--- src/hw/pic_map.vh ---
`ifndef PIC_MAP_VH
`define PIC_MAP_VH
// module-level registers
`define PIC_MOD_EN_OFF     12'h000
`define PIC_MOD_RIS_OFF    12'h004
`define PIC_MOD_MIS_OFF    12'h008
`define PIC_MOD_CLR_OFF    12'h00C
// generator block n starts at base + n * stride
`define PIC_GEN_BASE       12'h040
`define PIC_GEN_STRIDE     12'h040
`define PIC_GEN_PERIOD_OFF 12'h000
`define PIC_GEN_EN_OFF     12'h004
`define PIC_GEN_RIS_OFF    12'h008
`define PIC_GEN_MIS_OFF    12'h00C
`define PIC_GEN_CMPA_OFF   12'h010
`define PIC_GEN_CMPB_OFF   12'h014
// event bit positions, interrupt enables in 5:0, trigger enables in 13:8
`define PIC_EV_ZERO        0
`define PIC_EV_LOAD        1
`define PIC_EV_AU          2
`define PIC_EV_AD          3
`define PIC_EV_BU          4
`define PIC_EV_BD          5
`define PIC_TRIG_LSB       8
// module status: generators 3:0, faults 19:16
`define PIC_FAULT_LSB      16
// reset values
`define PIC_PERIOD_RST     16'h00FF
`define PIC_CMP_RST        16'h0000
`endif

--- src/hw/pic_top.v ---
// The APB register port and the register addresses were left to the implementer.
`timescale 1ns/1ps
`include "pic_map.vh"
module pic_top #(
   parameter W = 16
) (
   // clock and reset
   input  wire         mclk,
   input  wire         sys_rst,
   // apb slave
   input  wire         psel,
   input  wire         penable,
   input  wire         pwrite,
   input  wire [11:0]  paddr,
   input  wire [31:0]  pwdata,
   output wire         pready,
   output reg  [31:0]  prdata,
   output wire         pslverr,
   // fault pins, asynchronous
   input  wire [3:0]   fault_in,
   // trigger pulses, six per generator
   output wire [23:0]  trig_out,
   // interrupt
   output wire         irq
);
   wire        wr = psel & penable & pwrite;
   wire        rd = psel & ~penable & ~pwrite;
   reg  [7:0]  mod_en;
   reg  [3:0]  fault_raw;
   reg  [3:0]  f_s1;
   reg  [3:0]  f_s2;
   reg  [3:0]  f_s3;
   reg  [13:0] gen_en  [0:3];
   reg  [W-1:0] cmpa   [0:3];
   reg  [W-1:0] cmpb   [0:3];
   wire [W-1:0] per_rd [0:3];
   wire [5:0]  g_raw   [0:3];
   wire [5:0]  g_mask  [0:3];
   wire [3:0]  g_irq;
   wire [7:0]  mod_raw = {fault_raw, g_irq};
   wire [7:0]  mod_mis = mod_raw & mod_en;
   wire [1:0]  gi = paddr[7:6] - 2'h1;
   wire        in_gen = (paddr[11:6] >= 6'h01) && (paddr[11:6] <= 6'h04);
   wire [5:0]  goff = paddr[5:0];
   reg         slverr_q;
   integer     k;

   // single-cycle access; unmapped addresses answer with an error
   assign pready  = 1'b1;
   assign pslverr = psel & penable & slverr_q;
   // level held while any unmasked bit stands
   assign irq     = |mod_mis;

   genvar g;
   generate
      for (g = 0; g < 4; g = g + 1) begin : gens
         pic_gen #(.W(W)) u_gen (
            .mclk        (mclk),
            .sys_rst     (sys_rst),
            .period_wr   (pwdata[W-1:0]),
            .period_we   (wr && in_gen && gi == g && goff == `PIC_GEN_PERIOD_OFF),
            .cmp_a       (cmpa[g]),
            .cmp_b       (cmpb[g]),
            .enable      (gen_en[g]),
            .clear       ((wr && in_gen && gi == g && goff == `PIC_GEN_RIS_OFF)
                          ? pwdata[5:0] : 6'h00),
            .period_prog (per_rd[g]),
            .raw         (g_raw[g]),
            .masked      (g_mask[g]),
            .trig        (trig_out[6*g+5:6*g]),
            .gen_irq     (g_irq[g])
         );
      end
   endgenerate

   // fault pins resynchronised, then edge-caught into sticky status
   always @(posedge mclk) begin
      if (sys_rst) begin
         f_s1      <= 4'h0;
         f_s2      <= 4'h0;
         f_s3      <= 4'h0;
         fault_raw <= 4'h0;
      end else begin
         f_s1 <= fault_in;
         f_s2 <= f_s1;
         f_s3 <= f_s2;
         // set wins over clear so a fault in the clear cycle stays
         if (wr && paddr == `PIC_MOD_CLR_OFF)
            fault_raw <= (fault_raw & ~pwdata[`PIC_FAULT_LSB+3:`PIC_FAULT_LSB])
                         | (f_s2 & ~f_s3);
         else
            fault_raw <= fault_raw | (f_s2 & ~f_s3);
      end
   end

   // register writes
   always @(posedge mclk) begin
      if (sys_rst) begin
         mod_en <= 8'h00;
         for (k = 0; k < 4; k = k + 1) begin
            gen_en[k] <= 14'h0000;
            cmpa[k]   <= `PIC_CMP_RST;
            cmpb[k]   <= `PIC_CMP_RST;
         end
      end else if (wr) begin
         if (paddr == `PIC_MOD_EN_OFF)
            mod_en <= {pwdata[`PIC_FAULT_LSB+3:`PIC_FAULT_LSB], pwdata[3:0]};
         if (in_gen) begin
            // enable bits set and cleared by write
            if (goff == `PIC_GEN_EN_OFF)
               gen_en[gi] <= {pwdata[13:8], 2'b00, pwdata[5:0]};
            if (goff == `PIC_GEN_CMPA_OFF)
               cmpa[gi] <= pwdata[W-1:0];
            if (goff == `PIC_GEN_CMPB_OFF)
               cmpb[gi] <= pwdata[W-1:0];
         end
      end
   end

   // read data captured in setup phase
   always @(posedge mclk) begin
      if (sys_rst) begin
         prdata   <= 32'h00000000;
         slverr_q <= 1'b0;
      end else if (psel && !penable) begin
         prdata   <= 32'h00000000;
         slverr_q <= 1'b0;
         if (in_gen) begin
            case (goff)
               `PIC_GEN_PERIOD_OFF: if (rd) prdata[W-1:0] <= per_rd[gi];
               `PIC_GEN_EN_OFF:     if (rd) prdata <= {18'h0, gen_en[gi][13:8],
                                                     2'h0, gen_en[gi][5:0]};
               `PIC_GEN_RIS_OFF:    if (rd) prdata[5:0] <= g_raw[gi];
               `PIC_GEN_MIS_OFF:    if (rd) prdata[5:0] <= g_mask[gi];
               `PIC_GEN_CMPA_OFF:   if (rd) prdata[W-1:0] <= cmpa[gi];
               `PIC_GEN_CMPB_OFF:   if (rd) prdata[W-1:0] <= cmpb[gi];
               default:             slverr_q <= 1'b1;
            endcase
         end else begin
            case (paddr)
               `PIC_MOD_EN_OFF:  if (rd) prdata <= {12'h0, mod_en[7:4], 12'h0, mod_en[3:0]};
               `PIC_MOD_RIS_OFF: if (rd) prdata <= {12'h0, mod_raw[7:4], 12'h0, mod_raw[3:0]};
               `PIC_MOD_MIS_OFF: if (rd) prdata <= {12'h0, mod_mis[7:4], 12'h0, mod_mis[3:0]};
               `PIC_MOD_CLR_OFF: prdata <= 32'h00000000;
               default:          slverr_q <= 1'b1;
            endcase
         end
      end
   end
endmodule

--- src/hw/pic_gen.v ---
`timescale 1ns/1ps
`include "pic_map.vh"
// one up/down counter generator with buffered period and event flags
module pic_gen #(
   parameter W = 16
) (
   // clock and reset
   input  wire         mclk,
   input  wire         sys_rst,
   // configuration
   input  wire [W-1:0] period_wr,
   input  wire         period_we,
   input  wire [W-1:0] cmp_a,
   input  wire [W-1:0] cmp_b,
   input  wire [13:0]  enable,
   input  wire [5:0]   clear,
   // state
   output reg  [W-1:0] period_prog,
   output reg  [5:0]   raw,
   output wire [5:0]   masked,
   output reg  [5:0]   trig,
   output wire         gen_irq
);
   reg  [W-1:0] period_act;
   reg  [W-1:0] count;
   reg          pending;
   wire [W-1:0] one     = {{(W-1){1'b0}}, 1'b1};
   wire [W-1:0] half    = period_act >> 1;
   // distance back to zero while on the falling slope
   wire [W-1:0] back    = period_act - count;
   wire         rising  = count < half;
   wire         falling = count > half;
   wire         at_zero = (count == {W{1'b0}});
   wire         at_load = (count == half);
   wire         at_wrap = (count >= period_act - one);
   wire [5:0]   ev;

   // one linear tick counter folded into a triangle: up to half, back to zero
   // trade-off: keeps zero pulses exactly period ticks apart, odd periods too
   assign ev[`PIC_EV_ZERO] = at_zero;
   assign ev[`PIC_EV_LOAD] = at_load;
   assign ev[`PIC_EV_AU]   = (count == cmp_a) && rising;
   assign ev[`PIC_EV_AD]   = (back == cmp_a) && falling;
   assign ev[`PIC_EV_BU]   = (count == cmp_b) && rising;
   assign ev[`PIC_EV_BD]   = (back == cmp_b) && falling;

   assign masked  = raw & enable[5:0];
   assign gen_irq = |masked;

   // counter and period buffer; new period applied only at zero
   always @(posedge mclk) begin
      if (sys_rst) begin
         count       <= {W{1'b0}};
         period_act  <= `PIC_PERIOD_RST;
         period_prog <= `PIC_PERIOD_RST;
         pending     <= 1'b0;
      end else begin
         if (period_we) begin
            period_prog <= period_wr;
            pending     <= 1'b1;
         end
         if (at_wrap) begin
            count <= {W{1'b0}};
            if (pending && !period_we) begin
               period_act <= period_prog;
               pending    <= 1'b0;
            end
         end else begin
            count <= count + one;
         end
      end
   end

   // sticky flags, set wins over clear; triggers are one-cycle pulses
   always @(posedge mclk) begin
      if (sys_rst) begin
         raw  <= 6'h00;
         trig <= 6'h00;
      end else begin
         raw  <= (raw & ~clear) | ev;
         trig <= ev & enable[13:8];
      end
   end
endmodule

--- config.mk ---
export PLATFORM = sky130hd
export DESIGN_NAME = pic_top
export DESIGN_NICKNAME = d
export VERILOG_FILES = /design/src/hw/pic_top.v /design/src/hw/pic_gen.v
export VERILOG_INCLUDE_DIRS = /design/src /design/src/hw
export SDC_FILE = /design/constraint.sdc
export NUM_CORES = 1
export LEC_CHECK = 0
export BUFFER_PORTS_ARGS = -buffer_cell sky130_fd_sc_hd__buf_2
export CAP_MARGIN = 20
export CORE_ASPECT_RATIO = 1.1
export CORE_UTILIZATION = 55
export DETAILED_ROUTE_END_ITERATION = 6
export MAX_ROUTING_LAYER = met4
export PLACE_DENSITY = 0.81
export SLEW_MARGIN = 0
export SYNTH_ARGS = -nofsm -noshare
export SYNTH_HDL_FRONTEND = slang
export SYNTH_HIERARCHICAL = 1
export SYNTH_SLANG_ARGS = --single-unit
--- constraint.sdc ---
create_clock -name mclk -period 5.06 [get_ports mclk]
set_clock_uncertainty 0.2 [all_clocks]
set_input_delay 0.759 -clock mclk [delete_from_list [all_inputs] [get_ports mclk]]
set_output_delay 0.759 -clock mclk [all_outputs]
set_load 0.05 [all_outputs]
[Yosys cells after proc, flatten, opt, wreduce, memory -nomap -nowiden]
Memory sizes are Yosys's and may differ from the RTL's.
Index checks and enable logic that the tools add are counted.
Storage, ports and cells
  bits in registers: 301
  memory bits (writable): 176
  input bits: 53
  output and inout port bits: 59
  logic and storage cells: 264
  memories kept: 3
Operators by class
  add/sub/neg operators: 13
  magnitude comparators: 15
  equality and inequality tests: 31
  multiplexer cells: 69
  bitwise operators: 35
  reduce and logical (&&, ||, !) cells: 67
Memories
  cmpa: depth 4, bits a word 16, read ports 5, clocked after memory_dff 0, write ports 4, RTL line pic_top.v:34  | reg [W-1:0] cmpa [0:3];
  cmpb: depth 4, bits a word 16, read ports 5, clocked after memory_dff 0, write ports 4, RTL line pic_top.v:35  | reg [W-1:0] cmpb [0:3];
  gen_en: depth 4, bits a word 12, read ports 5, clocked after memory_dff 0, write ports 4, RTL line pic_top.v:33  | reg [13:0] gen_en [0:3];
Operators with widths (number)
  $eq 16x16->1: 16
  $mux 16: 8
  $and 6x6->6: 12
  $add 16x1->16 const B: 4
  $eq 16x15->1: 4
  $ge 16x16->1: 4
  $gt 16x15->1: 4
  $logic_not 16->1: 4
  $lt 16x15->1: 4
  $sub 16x1->16 const B: 4
  $sub 16x16->16: 4
  $mux 20: 3
  $mux 6: 10
  $pmux 20 s3: 1
  $pmux 10 s4: 1
  $logic_and 1x1->1: 36
  $pmux 6 s6: 1
  $mux 1: 35
  $bmux 16 s2: 1
  $mux 32: 1
  $reduce_or 16->1: 2
  $reduce_or 6->1: 5
  $bmux 6 s2: 2
  $eq 12x4->1 const B: 2
  other kinds (32): 62

[Depth between registers and ports, before layout]
  depth in word-level cells: 9
  gate-level depth with buffers: 18

[By module]
The synthesis kept the hierarchy.
Modules (own cells, without submodules)
  pic_top: instances 1, cells an instance 842, area an instance 11204.5 sq um, sequential area each 6185.9 sq um
  pic_gen at gens[1].u_gen ...: instances 2, cells an instance 646, area an instance 5316.3 sq um, sequential area each 1221.2 sq um
  pic_gen at gens[3].u_gen: instances 1, cells an instance 723, area an instance 5766.8 sq um, sequential area each 1221.2 sq um
  pic_gen at gens[0].u_gen: instances 1, cells an instance 587, area an instance 4931.0 sq um, sequential area each 1221.2 sq um

[Least setup slack after synthesis]
No wires, ideal clock.
  kind: input -> register
  start point: input port paddr[6]
  end point: register gens[0].u_gen.period_act[11]
  setup time: 0.128 ns
  data arrival time: 3.838 ns
  slack: 0.895 ns
  stages on the path: 17
  path buffers: 5
  cells stage by stage: buf_2 buf_4 buf_6 inv_1 ha_1 nor3b_1 or3_4 nor2b_1 and2_1 clkbuf_1 nor2b_1 nand2b_1 o21ai_0 a21oi_2 buf_2 mux2i_1 nor2_1
Between the ends
  longest elaborated chain between the ends: 8
  elaborated cells between the ends (all ways): 11
Ends and longest elaborated chain
  start, declared: RTL line pic_top.v:14  | input wire [11:0] paddr,
  $ge 6x1->1 or $le 6x3->1 (tied branches): RTL line pic_top.v:43  | wire in_gen = (paddr[11:6] >= 6'h01) && (paddr[11:6] <= 6'h04);
  $logic_and 1x1->1: RTL line pic_top.v:43
  $logic_and 1x1->1: RTL line pic_top.v:61  | .period_we (wr && in_gen && gi == g && goff == `PIC_GEN_PERIOD_OFF),
  $logic_and 1x1->1 (*): RTL line pic_top.v:61
  $logic_and 1x1->1 (no line) (*)
  $logic_not 1->1 (*): RTL line pic_gen.v:64  | if (pending && !period_we) begin
  $logic_and 1x1->1 (*): RTL line pic_gen.v:64
  $reduce_and 2->1 (no line) (*)
  end signal, assigned: RTL line pic_gen.v:54  | period_act <= `PIC_PERIOD_RST;
  end signal, assigned: RTL line pic_gen.v:65  | period_act <= period_prog;
  end, declared: RTL line pic_gen.v:24  | reg [W-1:0] period_act;
Every way passes the cells marked *; elsewhere a longest branch is shown, timed or not.
A chain may end at the register's enable or synchronous reset.

[Final worst setup path]
  start point: register gens[0].u_gen.period_act[2]
  end point: register gens[0].u_gen.period_act[15]
Between the ends
  longest elaborated chain between the ends: 3
Ends and longest elaborated chain
  $sub 16x1->16: RTL line pic_gen.v:35  | wire at_wrap = (count >= period_act - one);
  $ge 16x16->1: RTL line pic_gen.v:35
  $reduce_and 2->1 (no line)
No other way between the ends.

==> results by group <==
Outcome
  • Run status: finished with violations
  • Failing checks: design-rule violations

Placement
  • Pre-CTS WS: 0.7767 ns
  • Post-placement cell area: 0.03334 mm^2
  • RD Place Congestion: 1.050
  • Placed Instances: 4,158
  • Dpl hpwl: around 84 mm
  • IO Port Bufs: 86

Yosys
  • Post-synth EDFFs: 176
  • FFs w/ async S/R, synth: 0%
  • Yosys cell types: 119
  • Most common library cells after synthesis: dfxtp_1 (289), xnor2_1 (272), nor2_1 (252), and2_1 (215), ha_1 (201)
  • Most numerous cell in the Yosys netlist: dfxtp_1
  • Synthesized area per cell: around 9.4 um^2
  • Post-synth top flop: dfxtp_1
  • Synth top area cells: dfxtp_1 (18%), edfxtp_1 (16%), ha_1 (7.7%)
  • YS warnings: 6
  • Post-synth top area share: between 15 and 20%
  • Post-synthesis cell area: 0.03253 mm^2
  • Post-synthesis sequential area ratio: between 30 and 40%
  • FF+latch count, synth: 465
  • Largest area contributor in the netlist: dfxtp_1
  • Post-Syn Instances: 3,444

Setup path
  • Data required, critical path: 5.33 ns
  • Crit path depth: 16
  • CP max-delay cell: nor4_1
  • CP cell instances: nor4_1 > nand2_1 > nor4_1 > nand2_1 > nor4_1 > xnor2_1 > ha_1 > a21o_1 > a21o_1 > a21oi_1 > nand2b_1 > o21ai_0 > a21oi_2 > buf_4 > mux2i_1 > nor2_1
  • Crit path largest cell delay: 0.64 ns
  • Most used cell, CP: nor4_1
  • Crit path buffers/inverters: 1
  • Worst reg2reg path startpoint: gens[0].u_gen/period_act[2]$_SDFFE_PP1P_
  • Worst Path Max Fanout: 24
  • Crit path capture: gens[0].u_gen/period_act[15]$_SDFFE_PP0P_
  • Worst setup path start: gens[0].u_gen/period_act[2]$_SDFFE_PP1P_
  • Crit end category: register
  • RR Endpoint: gens[0].u_gen/period_act[15]$_SDFFE_PP0P_
  • R2r setup slk: approximately 0.75 ns
  • Crit Path Category: register to register
  • CP Launch Type: register
  • R2R cell count: 16
  • CP delay by family, top: simple AND/OR/NAND/NOR gates
  • Worst endpoint data arrival time: 4.58 ns

Cells and area
  • Proportion of layout cells with a drive suffix above 1: a little under an eighth
  • Post-Layout Cell Count: 4,259
  • Nets: between 3,000 and 4,000
  • Filler cells: slightly below 5,000
  • Design Area, Final: 0.03507 mm^2
  • Area growth syn-to-layout: 7.784%

Worst hold path
  • Hold crit path type: input port to register
  • Hold Path Stages: 2

Power
  • Power per Cell Area: around 250 mW/mm^2
  • Sequential power share: a little under half
  • Internal Dissipation: around 0.0064 W
  • Comb pwr share: 8.5%
  • Pleak: 13.98 nW
  • Clock share of power: 43.5%
  • Switch Pwr: 0.002272 W
  • Final Total Pwr: 0.008680 W
  • Maximum vdd drop: 0.2281 mV
  • Sw Share: 26.18%

Route
  • Routed vias/inst: 6.478
  • Vias: 27,590
  • Wire per inst: ~26 um
  • ANT nets after route: 0
  • Detailed Route WL: 109.9 mm
  • TritonRoute pass-1 iters: 7
  • Starting DRT DRC Count: between 3,000 and 4,000
  • DRC viols: 1

Floorplanning
  • Std cell rows: 93
  • Num ports: 112
  • Die width: roughly 230 um
  • Core area: 0.05853 mm^2
  • Total die area: 0.06013 mm^2
  • Die Ht: 257.1 um
  • Initial core utilization: 55.59%

Timing
  • Setup ws final: 0.7511 ns
  • Setup_tns: 0 ns
  • Maximum clock rate: between 200 and 250 MHz
  • Worst-margin pin slew: 1.018 ns
  • Final hold violations: 0
  • Tcrit/Tclk final: 85.16%
  • Tmin final: 4.309 ns
  • Pins Over Slew Limit: 0
  • Relative slew slack: 31.62%
  • # setup viols final: 0
  • RSZ-0062 raised after global routing: false

Clock tree
  • Number of gates resized after CTS: 0
  • # hold bufs at CTS: 0
  • CTS max path bufs: 3
  • Worst-path clk slew: 0.06 ns
  • Root Driver: clkbuf_16
  • CTS Sinks: 465
  • CTS tree: done
  • Setup bufs post-CTS: 0
  • Inserted Clock Buffers: 50
  • CTS H-Tree Depth: 2
  • Clock Latency Late Sink: roughly 0.62 ns

Global route
  • Vias in the first global route: approximately 26,000
  • Initial antenna violation count: 7
  • Total Routing Usage GR: 37.17%
  • Overflow after GRT: 0
  • Global-route wire length before repair: 162.2 mm
  • Largest net degree at the start of global routing: 55

Flow run
  • Max Cap Viol: 0
-- power by group through the flow --
| stage | Clock, W | Combinational, W | Sequential, W |
|---|---|---|---|
| detailed placement | 0 | 0.000713 | 0.00423 |
| finish | 0.00378 | 0.000737 | 0.00416 |
| global route | 0.00393 | 0.000777 | 0.00416 |
| global placement | 0 | 0.000703 | 0.00423 |
| floorplan | 0 | 0.000517 | 0.00414 |
| CTS | 0.00379 | 0.000717 | 0.00415 |
-- through the flow --
step	hold slack [ns]	utilization [%]
3_5_place_dp	0.2405	56.97
3_3_place_gp	0.2165	56.94
2_1_floorplan	0.2138	-
5_1_grt	0.1534	59.91
6_report	0.1480	59.91
4_1_cts	0.1392	59.88
-- cells by family (layout without fill, tap and decap cells) --
| family | Yosys count | in the layout | share of synthesized area, % |
|---|---|---|---|
| buf+inv | 381 | 419 | 5.249 |
| mux | 171 | 171 | 8.034 |
| other cells | 2 | 19 | 0.02308 |
| simple gates | 1283 | 1283 | 21.58 |
| fa+ha+maj | 205 | 205 | 7.976 |
| compound gates | 556 | 556 | 12.19 |
| flops | 465 | 465 | 34.03 |
| xor+xnor | 381 | 381 | 10.92 |
-- layer usage --
metal	wire, um	share of wire, %	global-route usage [%]
met4	7610	6.9	20.71
met5	0	0	-
met2	48640	44	56.11
met1	40730	37	46.23
met3	12920	12	7.713
-- sequential cells by signal, summed over array words and instances (netlist names), 8 cells and up --
signal                  flops
cmpa                       64
cmpb                       64
gen_en                     48
gens.u_gen/count           64
gens.u_gen/period_act      64
gens.u_gen/period_prog     64
gens.u_gen/raw             24
gens.u_gen/trig            24
mod_en                      8
prdata                     20
-- worst min-delay path by stage --
stage	start	end	slack [ns]
after floorplan	f_s1[0]$_SDFF_PP0_	f_s2[0]$_SDFF_PP0_	0.21
after global placement	f_s1[1]$_SDFF_PP0_	f_s2[1]$_SDFF_PP0_	0.22
after detailed placement	f_s1[3]$_SDFF_PP0_	f_s2[3]$_SDFF_PP0_	0.24
after CTS	fault_in[0]	f_s1[0]$_SDFF_PP0_	0.14
after global routing	fault_in[2]	f_s1[2]$_SDFF_PP0_	0.15
final	fault_in[3]	f_s1[3]$_SDFF_PP0_	0.15
-- layout make-up --
class	instances	area, um^2	share of cell area [%]
clock buffer	72	1500	4.278
multi-input combinational	2609	19810	56.48
inverter	190	713.2	2.034
timing repair buffer	135	810.8	2.312
antenna	6	15.01	0.04282
sequential	465	11070	31.57
clock inverter	22	200.2	0.5709
tap	760	950.9	2.712
-- cell usage in the layout (no fill, tap or decap), types with 72 or more instances in the layout --
| master | instances |
|---|---|
| dfxtp_1 | 289 |
| xnor2_1 | 272 |
| nor2_1 | 252 |
| and2_1 | 215 |
| nand2_1 | 200 |
| ha_1 | 200 |
| inv_1 | 187 |
| edfxtp_1 | 176 |
| a21oi_1 | 123 |
| nand3_1 | 98 |
| mux2i_1 | 98 |
| xor2_1 | 94 |
| buf_2 | 84 |
| nor3_1 | 78 |
| nand2b_1 | 77 |
| mux4_2 | 72 |
Power figures use the tool's default switching activity.
